**src/rtl/rx_ctl_pkg.sv**
```systemverilog
/*
 Shared constants for the receiver state block and its controller:
 device register map, field positions, controller register map, timing.
 Assumes a single 10 MHz core clock shared by both ends.
*/
package rx_ctl_pkg;
    localparam int CLK_MHZ = 10;
    localparam int ADDR_W = 6;
    localparam int REG_NUM = 64;
    // Device register offsets
    localparam logic [5:0] A_BW = 6'h02;
    localparam logic [5:0] A_THRESHOLD_METHOD = 6'h03;
    localparam logic [5:0] A_ASK_THRESHOLD_LOWER_BOUND = 6'h04;
    localparam logic [5:0] A_AFC = 6'h08;
    localparam logic [5:0] A_LO_HI = 6'h09;
    localparam logic [5:0] A_LO_MID = 6'h0a;
    localparam logic [5:0] A_LO_LO = 6'h0b;
    localparam logic [5:0] A_BANK_LAST = 6'h0e;
    localparam logic [5:0] A_FEI = 6'h11;
    localparam logic [5:0] A_STATE_CTRL = 6'h14;
    localparam logic [5:0] A_RX_STATE = 6'h15;
    localparam logic [5:0] A_AFE = 6'h19;
    localparam logic [5:0] A_LOCK = 6'h27;
    // Field positions
    localparam int STC_OSC = 2;
    localparam int STC_WUT = 1;
    localparam int STC_RX = 0;
    localparam int LOCK_BIT = 0;
    localparam int THRESHOLD_METHOD_BIT = 7;
    localparam int BW_IF_BIT = 4;
    localparam int BW_CHF_LSB = 0;
    localparam int BW_CHF_W = 3;
    localparam int AFC_LSB = 0;
    localparam int AFC_W = 3;
    localparam int AFE_LODIV_LSB = 1;
    localparam logic [7:0] AFE_RESET = 8'h93;
    localparam logic [7:0] REG_RESET = 8'h00;
    localparam logic [1:0] RXS_STANDBY = 2'h0;
    localparam logic [1:0] RXS_ACTIVE = 2'h1;
    localparam logic [1:0] RXS_WAIT_POLL = 2'h2;
    // Arithmetic constants
    localparam int LO_FRAC_BITS = 16;
    localparam int AFC_EXP_BASE = 10;
    localparam int ASK_AVG_SHIFT = 3;
    localparam int SETTLE_BITS = 12;
    localparam int BANK_REGS = 16;
    localparam int XTAL_KHZ = 16000;
    // Timing
    localparam int PWR_HIGH_US = 1000;
    localparam int PWR_LOW_US = 400;
    localparam int LOCK_US = 50;
    localparam int PWR_HIGH_CYC = PWR_HIGH_US * CLK_MHZ;
    localparam int PWR_LOW_CYC = PWR_LOW_US * CLK_MHZ;
    localparam int LOCK_CYC = LOCK_US * CLK_MHZ;
    // Controller registers (AXI4-Lite byte addresses)
    localparam logic [7:0] H_CMD = 8'h00;
    localparam logic [7:0] H_RESULT = 8'h04;
    localparam logic [7:0] H_IRQ_ST = 8'h08;
    localparam logic [7:0] H_IRQ_MSK = 8'h0c;
    localparam logic [7:0] H_PINS = 8'h10;
    localparam int CMD_WE_BIT = 16;
    localparam int CMD_ADDR_LSB = 8;
    localparam int RES_BUSY_BIT = 8;
    localparam int RES_READY_BIT = 9;
    localparam int EV_POWERED = 0;
    localparam int EV_DONE = 1;
    localparam int EV_REFUSED = 2;
    localparam int EV_W = 3;
    localparam logic [1:0] RESP_OKAY = 2'b00;
    localparam logic [1:0] RESP_SLVERR = 2'b10;
    typedef enum logic [1:0] {ST_SLEEP, ST_STANDBY, ST_RECEIVE} dev_state_t;
    typedef enum logic [1:0] {H_PWR_HIGH, H_PWR_LOW, H_READY, H_ACCESS} host_state_t;
endpackage

```
**src/rtl/rx_link_if.sv**
```systemverilog
/*
 Link between the controller and the receiver: power-down pin, register
 access port and the demodulated data pin.
 Assumes both ends run on core_clk.
*/
`timescale 1ns/1ps
`default_nettype none
interface rx_link_if (
    input wire logic core_clk // Shared clock
);
    logic power_down_pin;
    logic acc_req;
    logic acc_we;
    logic [5:0] acc_addr;
    logic [7:0] acc_wdata;
    logic acc_ack;
    logic [7:0] acc_rdata;
    logic data_pin;
    modport dev (
        input power_down_pin, acc_req, acc_we, acc_addr, acc_wdata,
        output acc_ack, acc_rdata, data_pin
    );
    modport ctl (
        output power_down_pin, acc_req, acc_we, acc_addr, acc_wdata,
        input acc_ack, acc_rdata, data_pin
    );
endinterface
`default_nettype wire

```
**src/rtl/rx_controller.sv**
```systemverilog
/*
 Controller end: power-up sequencing of the power-down pin and register
 accesses ordered by software over AXI4-Lite, with sticky interrupts.
 Assumes the device acknowledges each access while powered.
*/
// Added by the designer: the AXI4-Lite slave port.
`timescale 1ns/1ps
`default_nettype none
module rx_controller
    import rx_ctl_pkg::*;
#(
    parameter int PWR_HIGH_CYCLES = rx_ctl_pkg::PWR_HIGH_CYC,
    parameter int PWR_LOW_CYCLES = rx_ctl_pkg::PWR_LOW_CYC
) (
    input wire logic core_clk, // Clock
    input wire logic rst, // Synchronous reset, high
    rx_link_if.ctl link, // Device side
    input wire logic [7:0] s_axi_awaddr, // Write address
    input wire logic s_axi_awvalid, // Write address valid
    output logic s_axi_awready, // Write address ready
    input wire logic [31:0] s_axi_wdata, // Write data
    input wire logic [3:0] s_axi_wstrb, // Byte enables
    input wire logic s_axi_wvalid, // Write data valid
    output logic s_axi_wready, // Write data ready
    output logic [1:0] s_axi_bresp, // Write response
    output logic s_axi_bvalid, // Write response valid
    input wire logic s_axi_bready, // Write response ready
    input wire logic [7:0] s_axi_araddr, // Read address
    input wire logic s_axi_arvalid, // Read address valid
    output logic s_axi_arready, // Read address ready
    output logic [31:0] s_axi_rdata, // Read data
    output logic [1:0] s_axi_rresp, // Read response
    output logic s_axi_rvalid, // Read data valid
    input wire logic s_axi_rready, // Read data ready
    output logic irq // Interrupt, high while unmasked event pending
);
    import rx_ctl_pkg::*;

    host_state_t st_q, st_d;
    logic [15:0] cnt_q, cnt_d;
    logic pwr_q, pwr_d;
    logic we_q, we_d;
    logic [5:0] addr_q, addr_d;
    logic [7:0] wdata_q, wdata_d, res_q, res_d;
    logic [BANK_REGS-1:0] bank_q, bank_d;
    logic rx_on_q, rx_on_d;
    logic [EV_W-1:0] ist_q, ist_d, msk_q, msk_d, ev;
    logic aw_q, aw_d, w_q, w_d, bv_q, bv_d, rv_q, rv_d;
    logic [7:0] awa_q, awa_d;
    logic [31:0] wd_q, wd_d, rd_q, rd_d;
    logic [1:0] br_q, br_d, rr_q, rr_d;
    logic [3:0] ws_q, ws_d;
    logic commit, cmd_hit, refuse;
    logic [5:0] c_addr;

    // Bank slot of a device address, or none
    function automatic logic [BANK_REGS-1:0] bank_bit(input logic [5:0] a);
        bank_bit = '0;
        if (a <= A_BANK_LAST) begin
            bank_bit[a[3:0]] = 1'b1;
        end else if (a == A_AFE) begin
            bank_bit[BANK_REGS-1] = 1'b1;
        end
    endfunction

    ////////////////////////////////////////////////////////////////////
    // AXI4-Lite slave

    assign s_axi_awready = !aw_q && !bv_q;
    assign s_axi_wready = !w_q && !bv_q;
    assign s_axi_arready = !rv_q;
    assign commit = aw_q && w_q && !bv_q;
    assign cmd_hit = commit && awa_q == H_CMD && ws_q[0];
    assign c_addr = wd_q[CMD_ADDR_LSB +: ADDR_W];

    always_comb begin
        // Enable of reception waits for the full bank; the centre word
        // must not move while receiving
        refuse = 1'b0;
        if (wd_q[CMD_WE_BIT] && c_addr == A_STATE_CTRL && wd_q[STC_RX] && !(&bank_q)) begin
            refuse = 1'b1;
        end
        if (wd_q[CMD_WE_BIT] && rx_on_q && c_addr >= A_LO_HI && c_addr <= A_LO_LO) begin
            refuse = 1'b1;
        end
        if (st_q != H_READY) begin
            refuse = 1'b1;
        end
    end

    always_comb begin
        aw_d = aw_q;
        w_d = w_q;
        bv_d = bv_q;
        br_d = br_q;
        awa_d = awa_q;
        wd_d = wd_q;
        rv_d = rv_q;
        rd_d = rd_q;
        rr_d = rr_q;
        ws_d = ws_q;
        if (s_axi_awvalid && s_axi_awready) begin
            aw_d = 1'b1;
            awa_d = s_axi_awaddr;
        end
        if (s_axi_wvalid && s_axi_wready) begin
            w_d = 1'b1;
            wd_d = s_axi_wdata;
            ws_d = s_axi_wstrb;
        end
        if (commit) begin
            aw_d = 1'b0;
            w_d = 1'b0;
            bv_d = 1'b1;
            br_d = (awa_q == H_CMD || awa_q == H_IRQ_ST || awa_q == H_IRQ_MSK) ? RESP_OKAY : RESP_SLVERR;
        end else if (bv_q && s_axi_bready) begin
            bv_d = 1'b0;
        end
        if (s_axi_arvalid && s_axi_arready) begin
            rv_d = 1'b1;
            rr_d = RESP_OKAY;
            unique case (s_axi_araddr)
                H_CMD: rd_d = {15'h0000, we_q, 2'b00, addr_q, wdata_q};
                H_RESULT: rd_d = {22'h00_0000, st_q == H_READY, st_q == H_ACCESS, res_q};
                H_IRQ_ST: rd_d = 32'(ist_q);
                H_IRQ_MSK: rd_d = 32'(msk_q);
                H_PINS: rd_d = 32'(link.data_pin);
                default: begin
                    rd_d = 32'h0000_0000;
                    rr_d = RESP_SLVERR;
                end
            endcase
        end else if (rv_q && s_axi_rready) begin
            rv_d = 1'b0;
        end
    end

    ////////////////////////////////////////////////////////////////////
    // Power-up sequence and device accesses

    always_comb begin
        st_d = st_q;
        cnt_d = cnt_q + 16'h0001;
        pwr_d = pwr_q;
        we_d = we_q;
        addr_d = addr_q;
        wdata_d = wdata_q;
        res_d = res_q;
        bank_d = bank_q;
        rx_on_d = rx_on_q;
        ev = '0;
        unique case (st_q)
            H_PWR_HIGH: begin
                if (cnt_q == 16'(PWR_HIGH_CYCLES - 1)) begin
                    st_d = H_PWR_LOW;
                    pwr_d = 1'b0;
                    cnt_d = 16'h0000;
                end
            end
            H_PWR_LOW: begin
                if (cnt_q == 16'(PWR_LOW_CYCLES - 1)) begin
                    st_d = H_READY;
                    ev[EV_POWERED] = 1'b1;
                end
            end
            H_READY: begin
                cnt_d = cnt_q;
                if (cmd_hit && !refuse) begin
                    st_d = H_ACCESS;
                    we_d = wd_q[CMD_WE_BIT];
                    addr_d = c_addr;
                    wdata_d = wd_q[7:0];
                end
            end
            H_ACCESS: begin
                cnt_d = cnt_q;
                if (link.acc_ack) begin
                    st_d = H_READY;
                    res_d = link.acc_rdata;
                    ev[EV_DONE] = 1'b1;
                    if (we_q) begin
                        bank_d = bank_q | bank_bit(addr_q);
                        if (addr_q == A_STATE_CTRL) begin
                            rx_on_d = wdata_q[STC_RX] && wdata_q[STC_OSC];
                        end
                    end
                end
            end
        endcase
        if (cmd_hit && refuse) begin
            ev[EV_REFUSED] = 1'b1;
        end
    end

    always_comb begin
        msk_d = msk_q;
        ist_d = ist_q;
        if (commit && ws_q[0] && awa_q == H_IRQ_MSK) begin
            msk_d = wd_q[EV_W-1:0];
        end
        if (commit && ws_q[0] && awa_q == H_IRQ_ST) begin
            ist_d = ist_q & ~wd_q[EV_W-1:0];
        end
        // An event in the clearing cycle stays set
        ist_d = ist_d | ev;
    end

    always_ff @(posedge core_clk) begin
        if (rst) begin
            st_q <= H_PWR_HIGH;
            cnt_q <= 16'h0000;
            pwr_q <= 1'b1;
            we_q <= 1'b0;
            addr_q <= 6'h00;
            wdata_q <= 8'h00;
            res_q <= 8'h00;
            bank_q <= '0;
            rx_on_q <= 1'b0;
            ist_q <= '0;
            msk_q <= '0;
            aw_q <= 1'b0;
            w_q <= 1'b0;
            bv_q <= 1'b0;
            rv_q <= 1'b0;
            awa_q <= 8'h00;
            wd_q <= 32'h0000_0000;
            rd_q <= 32'h0000_0000;
            br_q <= RESP_OKAY;
            rr_q <= RESP_OKAY;
            ws_q <= 4'h0;
        end else begin
            st_q <= st_d;
            cnt_q <= cnt_d;
            pwr_q <= pwr_d;
            we_q <= we_d;
            addr_q <= addr_d;
            wdata_q <= wdata_d;
            res_q <= res_d;
            bank_q <= bank_d;
            rx_on_q <= rx_on_d;
            ist_q <= ist_d;
            msk_q <= msk_d;
            aw_q <= aw_d;
            w_q <= w_d;
            bv_q <= bv_d;
            rv_q <= rv_d;
            awa_q <= awa_d;
            wd_q <= wd_d;
            rd_q <= rd_d;
            br_q <= br_d;
            rr_q <= rr_d;
            ws_q <= ws_d;
        end
    end

    assign link.power_down_pin = pwr_q;
    assign link.acc_req = st_q == H_ACCESS;
    assign link.acc_we = we_q;
    assign link.acc_addr = addr_q;
    assign link.acc_wdata = wdata_q;
    assign s_axi_bvalid = bv_q;
    assign s_axi_bresp = br_q;
    assign s_axi_rvalid = rv_q;
    assign s_axi_rdata = rd_q;
    assign s_axi_rresp = rr_q;
    assign irq = |(ist_q & msk_q);
endmodule
`default_nettype wire

```
**src/flat_wrapper.sv**
```systemverilog
// flat-port wrapper written by rule: the top's interface ports become plain ports
module rx_controller_flat import rx_ctl_pkg::*;
#(
    parameter int PWR_HIGH_CYCLES = rx_ctl_pkg::PWR_HIGH_CYC,
    parameter int PWR_LOW_CYCLES = rx_ctl_pkg::PWR_LOW_CYC
)
  (core_clk, rst, s_axi_awaddr, s_axi_awvalid, s_axi_awready, s_axi_wdata, s_axi_wstrb, s_axi_wvalid, s_axi_wready, s_axi_bresp, s_axi_bvalid, s_axi_bready, s_axi_araddr, s_axi_arvalid, s_axi_arready, s_axi_rdata, s_axi_rresp, s_axi_rvalid, s_axi_rready, irq, link_power_down_pin, link_acc_req, link_acc_we, link_acc_addr, link_acc_wdata, link_acc_ack, link_acc_rdata, link_data_pin);
  rx_link_if link_i (.core_clk(core_clk));
  input wire logic core_clk;
  input wire logic rst;
  input wire logic [7:0] s_axi_awaddr;
  input wire logic s_axi_awvalid;
  output logic s_axi_awready;
  input wire logic [31:0] s_axi_wdata;
  input wire logic [3:0] s_axi_wstrb;
  input wire logic s_axi_wvalid;
  output logic s_axi_wready;
  output logic [1:0] s_axi_bresp;
  output logic s_axi_bvalid;
  input wire logic s_axi_bready;
  input wire logic [7:0] s_axi_araddr;
  input wire logic s_axi_arvalid;
  output logic s_axi_arready;
  output logic [31:0] s_axi_rdata;
  output logic [1:0] s_axi_rresp;
  output logic s_axi_rvalid;
  input wire logic s_axi_rready;
  output logic irq;
  output wire logic [$bits(link_i.power_down_pin)-1:0] link_power_down_pin;
  output wire logic [$bits(link_i.acc_req)-1:0] link_acc_req;
  output wire logic [$bits(link_i.acc_we)-1:0] link_acc_we;
  output wire logic [$bits(link_i.acc_addr)-1:0] link_acc_addr;
  output wire logic [$bits(link_i.acc_wdata)-1:0] link_acc_wdata;
  input wire logic [$bits(link_i.acc_ack)-1:0] link_acc_ack;
  input wire logic [$bits(link_i.acc_rdata)-1:0] link_acc_rdata;
  input wire logic [$bits(link_i.data_pin)-1:0] link_data_pin;
  assign link_power_down_pin = link_i.power_down_pin;
  assign link_acc_req = link_i.acc_req;
  assign link_acc_we = link_i.acc_we;
  assign link_acc_addr = link_i.acc_addr;
  assign link_acc_wdata = link_i.acc_wdata;
  assign link_i.acc_ack = link_acc_ack;
  assign link_i.acc_rdata = link_acc_rdata;
  assign link_i.data_pin = link_data_pin;
  rx_controller #(.PWR_HIGH_CYCLES(PWR_HIGH_CYCLES), .PWR_LOW_CYCLES(PWR_LOW_CYCLES)) u_core (.core_clk(core_clk), .rst(rst), .link(link_i), .s_axi_awaddr(s_axi_awaddr), .s_axi_awvalid(s_axi_awvalid), .s_axi_awready(s_axi_awready), .s_axi_wdata(s_axi_wdata), .s_axi_wstrb(s_axi_wstrb), .s_axi_wvalid(s_axi_wvalid), .s_axi_wready(s_axi_wready), .s_axi_bresp(s_axi_bresp), .s_axi_bvalid(s_axi_bvalid), .s_axi_bready(s_axi_bready), .s_axi_araddr(s_axi_araddr), .s_axi_arvalid(s_axi_arvalid), .s_axi_arready(s_axi_arready), .s_axi_rdata(s_axi_rdata), .s_axi_rresp(s_axi_rresp), .s_axi_rvalid(s_axi_rvalid), .s_axi_rready(s_axi_rready), .irq(irq));
endmodule
```
**config.mk**
```make
export PLATFORM = sky130hd
export DESIGN_NAME = rx_controller_flat
export DESIGN_NICKNAME = d
export VERILOG_FILES = /design/src/rtl/rx_ctl_pkg.sv /design/src/rtl/rx_link_if.sv /design/src/rtl/rx_controller.sv /design/src/flat_wrapper.sv
export SDC_FILE = /design/constraint.sdc
export NUM_CORES = 1
export LEC_CHECK = 0
export ABC_AREA = 1
export BUFFER_PORTS_ARGS = -buffer_cell sky130_fd_sc_hd__buf_4
export CORE_MARGIN = 2
export CORE_UTILIZATION = 57
export DETAILED_ROUTE_END_ITERATION = 8
export PLACE_DENSITY_LB_ADDON = 0.05
export SLEW_MARGIN = 20
export SYNTH_ARGS = -nofsm -noshare
export SYNTH_HDL_FRONTEND = slang
export SYNTH_SLANG_ARGS = --single-unit
```
**constraint.sdc**
```tcl
create_clock -name core_clk -period 3.5 [get_ports core_clk]
set_clock_uncertainty 0.15 [all_clocks]
set_input_delay 0.7 -clock core_clk [delete_from_list [all_inputs] [get_ports core_clk]]
set_output_delay 0.7 -clock core_clk [all_outputs]
set_load 0.005 [all_outputs]
```
# --- Word-level counts from Yosys, hierarchy flattened ---
# Cells that the tools add are included.
op_classes:
  reduce_logical: 48
  div_mod_pow: 0
  n_eq_ne: 19
  n_mul: 0
  mux: 34
  shifts: 0
  n_bitwise: 5
  order_cmp: 5
  n_addsub: 1
op_table:
  columns: ["operator", "count"]
  rows:
  - ["one-hot mux 17 bit (5 select lines)", 1]
  - ["2-to-1 mux 15 bit", 4]
  - ["== test 8 x 4 -> 1 bit, second input constant", 4]
  - ["one-hot mux 16 bit (2 select lines)", 1]
  - ["logical AND 1 bit", 24]
  - ["== test 6 x 5 -> 1 bit, second input constant", 3]
  - ["2-to-1 mux 1 bit", 18]
  - ["adder 16 x 1 -> 16 bit, second input constant", 1]
  - ["== test 16 x 12 -> 1 bit, second input constant", 1]
  - ["== test 16 x 14 -> 1 bit, second input constant", 1]
  - ["logical NOT 8 bit", 2]
  - ["2-to-1 mux 16 bit", 1]
  - ["bitwise OR 16 bit", 1]
  - ["AND reduction 16 bit", 1]
  - ["less-or-equal comparator 6 x 4 -> 1 bit, second input constant", 2]
  - ["2-to-1 mux 2 bit", 6]
  - ["== test 8 x 3 -> 1 bit, second input constant", 1]
  - ["== test 8 x 5 -> 1 bit, second input constant", 1]
  - ["one-hot mux 2 bit (4 select lines)", 1]
  - ["AND reduction 4 bit", 2]
  - ["bitwise AND 3 bit", 2]
  - [">= comparator 6 x 4 -> 1 bit, second input constant", 1]
  - ["logical NOT 1 bit", 6]
  - ["inequality test 2 x 1 -> 1 bit, second input constant", 3]
  - ["17 further kinds", 24]
word_totals:
  romBits: 0
  mem_count: 0
  regBits: 131
  out_inout_bits: 59
  input_bits: 69
  latchBits: 0
  ram_bits: 0

# --- Depth between registers and ports, before layout ---
depth:
  depth_word: 11
  mapped_depth: 12

# --- Worst setup path after synthesis ---
# No wires, ideal clock.
synth_path:
  path_kind: "input to register"
  startpoint: "in s_axi_araddr[5]"
  endpoint: "reg u_core.rd_q[3] (netlist: u_core.s_axi_rdata[3])"
  required_time_ps: 3281
  setup_slack_ps: 1690
  path_stages: 7
  t_arrival_ps: 1591
  cell_sequence: "nor2_1 nand3_2 nor3_4 inv_4 o22ai_1 nand2_1 a21oi_2"
synth_between:
  elab_chain_cells: 2
  word_cells_on_any_way: 6
synth_rtl:
  columns: ["element", "line_no", "rtl"]
  rows:
  - ["start, declared", "flat_wrapper.sv:21", "input wire logic [7:0] s_axi_araddr;"]
  - ["== test 8 x 5 -> 1 bit (tied with other cells)", "rx_controller.sv:122", "unique case (s_axi_araddr)"]
  - ["one-hot mux 17 bit (5 select lines) (*)", "rx_controller.sv:122", null]
  - ["end signal, assigned", "rx_controller.sv:249", "rd_q <= rd_d;"]
  - ["end, declared", "rx_controller.sv:50", "logic [31:0] wd_q, wd_d, rd_q, rd_d;"]
# Mark *: on every way between the ends. The rest lies on a longest branch, timed or not.
# A chain may end at the register's enable or synchronous reset.

# --- Worst setup path after layout ---
layout_path:
  startpoint: "reg u_core.st_q[1]"
  endpoint: "reg u_core.st_q[0]"
layout_between:
  elab_chain_cells: 6
  word_cells_on_any_way: 14
layout_rtl:
  columns: ["element", "line_no", "rtl"]
  rows:
  - ["start, declared", "rx_controller.sv:39", "host_state_t st_q, st_d;"]
  - ["start signal, assigned", "rx_controller.sv:232", "st_q <= st_d;"]
  - ["inequality test 2 bit", "rx_controller.sv:86", "if (st_q != H_READY) begin"]
  - ["2-to-1 mux 1 bit", "rx_controller.sv:86", null]
  - ["logical NOT 1 bit", "rx_controller.sv:168", "if (cmd_hit && !refuse) begin"]
  - ["logical AND 1 bit", "rx_controller.sv:168", null]
  - ["inequality test 2 bit (no line)", null, null]
  - ["AND reduction 4 bit (no line)", null, null]
# Several ways; a longest one is shown, not always the timed one.

==> results.py <==
metrics = {
    "outcome": {
        "run_status": "finished, final reports clean",
    },
    "worst_setup_path": {
        "worstReg2RegEnd": "u_core.st_q[0]",
        "worst_r2r_path_depth": 9,
        "arrival_ps": 2740,
        "worst_path_dominant_cell_family": "simple AND/OR/NAND/NOR gates",
        "endpoint_kind": "register",
        "cp.required_ps": 3610,
        "r2r-start": "u_core.st_q[1]",
        "worst-r2r-setup-slack_ps": 870,
        "critPathBufInv": 2,
        "critPathKind": "reg -> reg",
        "cp_cell_sequence": "inv_2 -> nor2_2 -> inv_1 -> nor2_1 -> nand3_2 -> nand2_1 -> nand3_2 -> nand2_1 -> nor2_1",
        "worstSetupStartpointType": "register",
        "critPathSlowestCell": "sky130_fd_sc_hd__dfxtp_1",
        "worstPathMaxFanout": 31,
        "timing.critical_path.slowest_cell_delay_ps": 680,
    },
    "cells_and_area": {
        "num-nets-final": 820,
        "drive_gt1_frac": 0.213,
        "postLayoutCellArea_sq_um": 5840,
        "area_growth_pct": 16.3,
        "n_fill_cell": 780,
        "antennaDiodeCount": 0,
    },
    "floorplanning": {
        "floorplan.die_area_sq_um": 9580,
        "core_region_area_sq_um": 8640,
        "io-pin-count": 128,
        "die_width_um": 97.9,
        "initial_core_util": 0.582,
        "die_h_um": 97.9,
        "placementRows": 34,
    },
    "cts": {
        "cts_max_level": 3,
        "cts_tree": "yes",
        "cts_hold_buf": 0,
        "insertion_delay_ps": 360,
        "cts.repair.resized": 0,
        "post-cts-setup-buffer-count": 0,
        "root_buf_cell": "sky130_fd_sc_hd__clkbuf_8",
        "cts.clk_slew.worst_paths_ps": 110,
        "cts-buffers-inserted": 9,
        "cts_num_sinks": 110,
        "cts_buffer_depth": 2,
    },
    "global_routing": {
        "grt-ovfl-total": 0,
        "globalRouteTotalUtil": 0.231,
        "grt_max_degree": 36,
        "wire_length_of_the_first_global_routing_pass_um": 18600,
        "vias_in_the_first_global_route": 4263,
        "number_of_antenna_violations_at_the_first_check_in_global_routing": 0,
    },
    "timing": {
        "worstMarginPinSlew_ps": 700,
        "clock.fmax_ghz": 0.380,
        "fin_hold_ws_ps": 308,
        "finalSetupViolations": 0,
        "layout_worst_path_cycle_share": 0.751,
        "minimum_setup_slack_in_the_final_design_ps": 870,
        "timing.slew.headroom": 0.533,
        "layout_min_cycle_time_ps": 2630,
        "totalNegativeSetupSlack_ps": 0,
        "final-max-slew-violation-count": 0,
        "finalHoldViolations": 0,
        "grt_setup_unrepaired": "false",
    },
    "yosys": {
        "post_synth_xor_area_fraction": 0.00523,
        "postSynth.asyncResetShare": 0,
        "synth_top_family_by_area": "simple AND/OR/NAND/NOR gates",
        "syn-instance-count": 672,
        "synth-simple-area-share": 0.239,
        "synthAdderAreaFrac": 0.00249,
        "post_synthesis_register_bit_count": 110,
        "postSynth.topFlopCell": "sky130_fd_sc_hd__dfxtp_1",
        "synth_area_in_compound_gates": 0.194,
        "avgSynthCellArea_sq_um": 7.47,
        "synthMuxAreaShare": 0,
        "synth_seq_area_share": 0.438,
        "synth_edf_count": 0,
        "synth.cell_area_sq_um": 5020,
        "synth.distinct_cells": 42,
        "ys.warnings.count": 0,
    },
    "drt": {
        "drt_wl_total_um": 11000,
        "num_vias": 4449,
        "drt_first_iter_violations": 139,
        "detailed_routing_iteration_count_for_the_pre_antenna_repair_pass": 4,
        "wl_per_cell_um": 12.8,
        "drt_drc_violations_left": 0,
        "drtAntennaViolNets": 0,
        "vias_per_cell": 5.16,
    },
    "pwr": {
        "static_leak_nw": 2.34,
        "power_per_cell_area_nw_per_um2": 397,
        "irDropWorstVdd_mv": 0.334,
    },
    "placed_design": {
        "routabilityCongestion": 0.878,
        "dp.final_hpwl_um": 8250,
        "placed_cell_area_sq_um": 5640,
        "pre_cts_slack_ps": 935,
        "port_buffer_cells": 88,
    },
    "run": {
        "max_cap_viol_count": 0,
    },
    "hold_path": {
        "hold_class": "reg -> reg",
        "min_path_cells": 2,
        "worstHoldStart": "u_core.res_q[2]",
        "hold_end": "u_core.res_q[2]",
    },
}
stage by stage:
stage	power, W	utilization	std cells
detailed placement	0.00156	0.653	847
global route	0.00242	0.676	863
CTS	0.00234	0.676	863
finish	0.00232	0.676	863
floorplan	0.00148	-	690
global placement	0.00155	0.653	847
worst register-to-register path: cells and delay by family (launching register included):
| kind | cells | cell delay, ps |
|---|---|---|
| and+or+nand+nor | 7 | 1410 |
| buffers and inverters | 2 | 300 |
| DFF | 1 | 680 |
cell families (layout without fill, tap and decap cells):
kind of cell	after synthesis	count (layout)
adder cells (fa/ha/maj)	1	1
AO/OA/AOI/OAI	171	171
other	1	19
AND/OR/NAND/NOR	256	256
XOR/XNOR	3	3
flip-flops	110	110
buffers and inverters	130	195
per-layer routing:
metal / up-vias / wire length, um / part of all wire / GRT usage
li1: 2305 / - / - / -
met4: 0 / 139 / 0.013 / 0.0726
met3: 17 / 488 / 0.044 / 0.0387
met2: 101 / 5460 / 0.50 / 0.406
met1: 2026 / 4930 / 0.45 / 0.291
met5: - / 0 / 0 / 0
Yosys cell counts, types with 10 or more instances:
master                     count  share of area
sky130_fd_sc_hd__dfxtp_1     110           0.44
sky130_fd_sc_hd__nand2_1     106          0.079
sky130_fd_sc_hd__inv_1        81          0.061
sky130_fd_sc_hd__nor2_1       81          0.061
sky130_fd_sc_hd__a21oi_1      64          0.064
sky130_fd_sc_hd__o21ai_0      44          0.044
sky130_fd_sc_hd__o21ai_1      21          0.021
sky130_fd_sc_hd__buf_4        19          0.028
sky130_fd_sc_hd__nand3_1      16          0.016
sky130_fd_sc_hd__a21oi_2      14          0.024
sky130_fd_sc_hd__nor3_1       12          0.012
sky130_fd_sc_hd__clkbuf_1     10         0.0075
sky130_fd_sc_hd__nand4_1      10          0.012
flip-flops by register name (all words and copies together), names as in the netlist, 2 cells and up:
| register | count |
|---|---|
| u_core.wd_q | 15 |
| u_core.st_q | 2 |
| u_core.cnt_q | 16 |
| u_core.link.acc_addr | 6 |
| u_core.ist_q | 3 |
| u_core.link.acc_wdata | 8 |
| u_core.bank_q | 16 |
| u_core.s_axi_rdata | 15 |
| u_core.res_q | 8 |
| u_core.awa_q | 8 |
| u_core.msk_q | 3 |
cell type report:
type / count / area [sq um] / share of cell area
Multi-Input combinational cell: 450 / 2280 / 0.391
Timing Repair Buffer: 90 / 676 / 0.116
Clock buffer: 9 / 124 / 0.0212
Inverter: 89 / 342 / 0.0585
Tap cell: 108 / 135 / 0.0231
Clock inverter: 7 / 80.1 / 0.0137
Sequential cell: 110 / 2200 / 0.377
worst max-delay path by stage:
stage / from / to / cells past startpoint
after floorplan: s_axi_araddr[5] / u_core.s_axi_rdata[3] / 7
after global placement: u_core.st_q[1] / u_core.st_q[0] / 9
after detailed placement: u_core.st_q[1] / u_core.st_q[0] / 9
after CTS: u_core.st_q[1] / u_core.st_q[0] / 9
after global routing: u_core.st_q[1] / u_core.st_q[0] / 9
final: u_core.st_q[1] / u_core.st_q[0] / 9
power breakdown:
group / internal, W / switching (W) / total [W] / leakage [nW]
sequential: 0.00129 / 0.0000281 / 0.00132 / 0.894
combinational: 0.0000887 / 0.000119 / 0.000208 / 1.35
clock: 0.000342 / 0.000447 / 0.000789 / 0.102
layout by cell type (no fill, tap or decap), drive strengths merged:
| cell | netlist | routed |
|---|---|---|
| nand2 | 113 | 113 |
| dfxtp | 110 | 110 |
| inv | 88 | 91 |
| buf | 31 | 90 |
| nor2 | 90 | 90 |
| a21oi | 78 | 78 |
| o21ai | 68 | 68 |
| nand3 | 23 | 23 |
| conb | 1 | 19 |
| nor3 | 17 | 17 |
| nand4 | 10 | 10 |
| clkbuf | 10 | 9 |
| o22ai | 7 | 7 |
| a31oi | 6 | 6 |
| o21a | 5 | 5 |
| a211oi | 4 | 4 |
| clkinv | 1 | 3 |
| xor2 | 2 | 2 |
| nor3b | 1 | 1 |
| o31ai | 1 | 1 |
| a311oi | 1 | 1 |
| xnor2 | 1 | 1 |
| or2 | 1 | 1 |
| o211ai | 1 | 1 |
| and2 | 1 | 1 |
| ha | 1 | 1 |
| clkinvlp | 0 | 1 |
| bufinv | 0 | 1 |
Power figures use the tool's default switching activity.
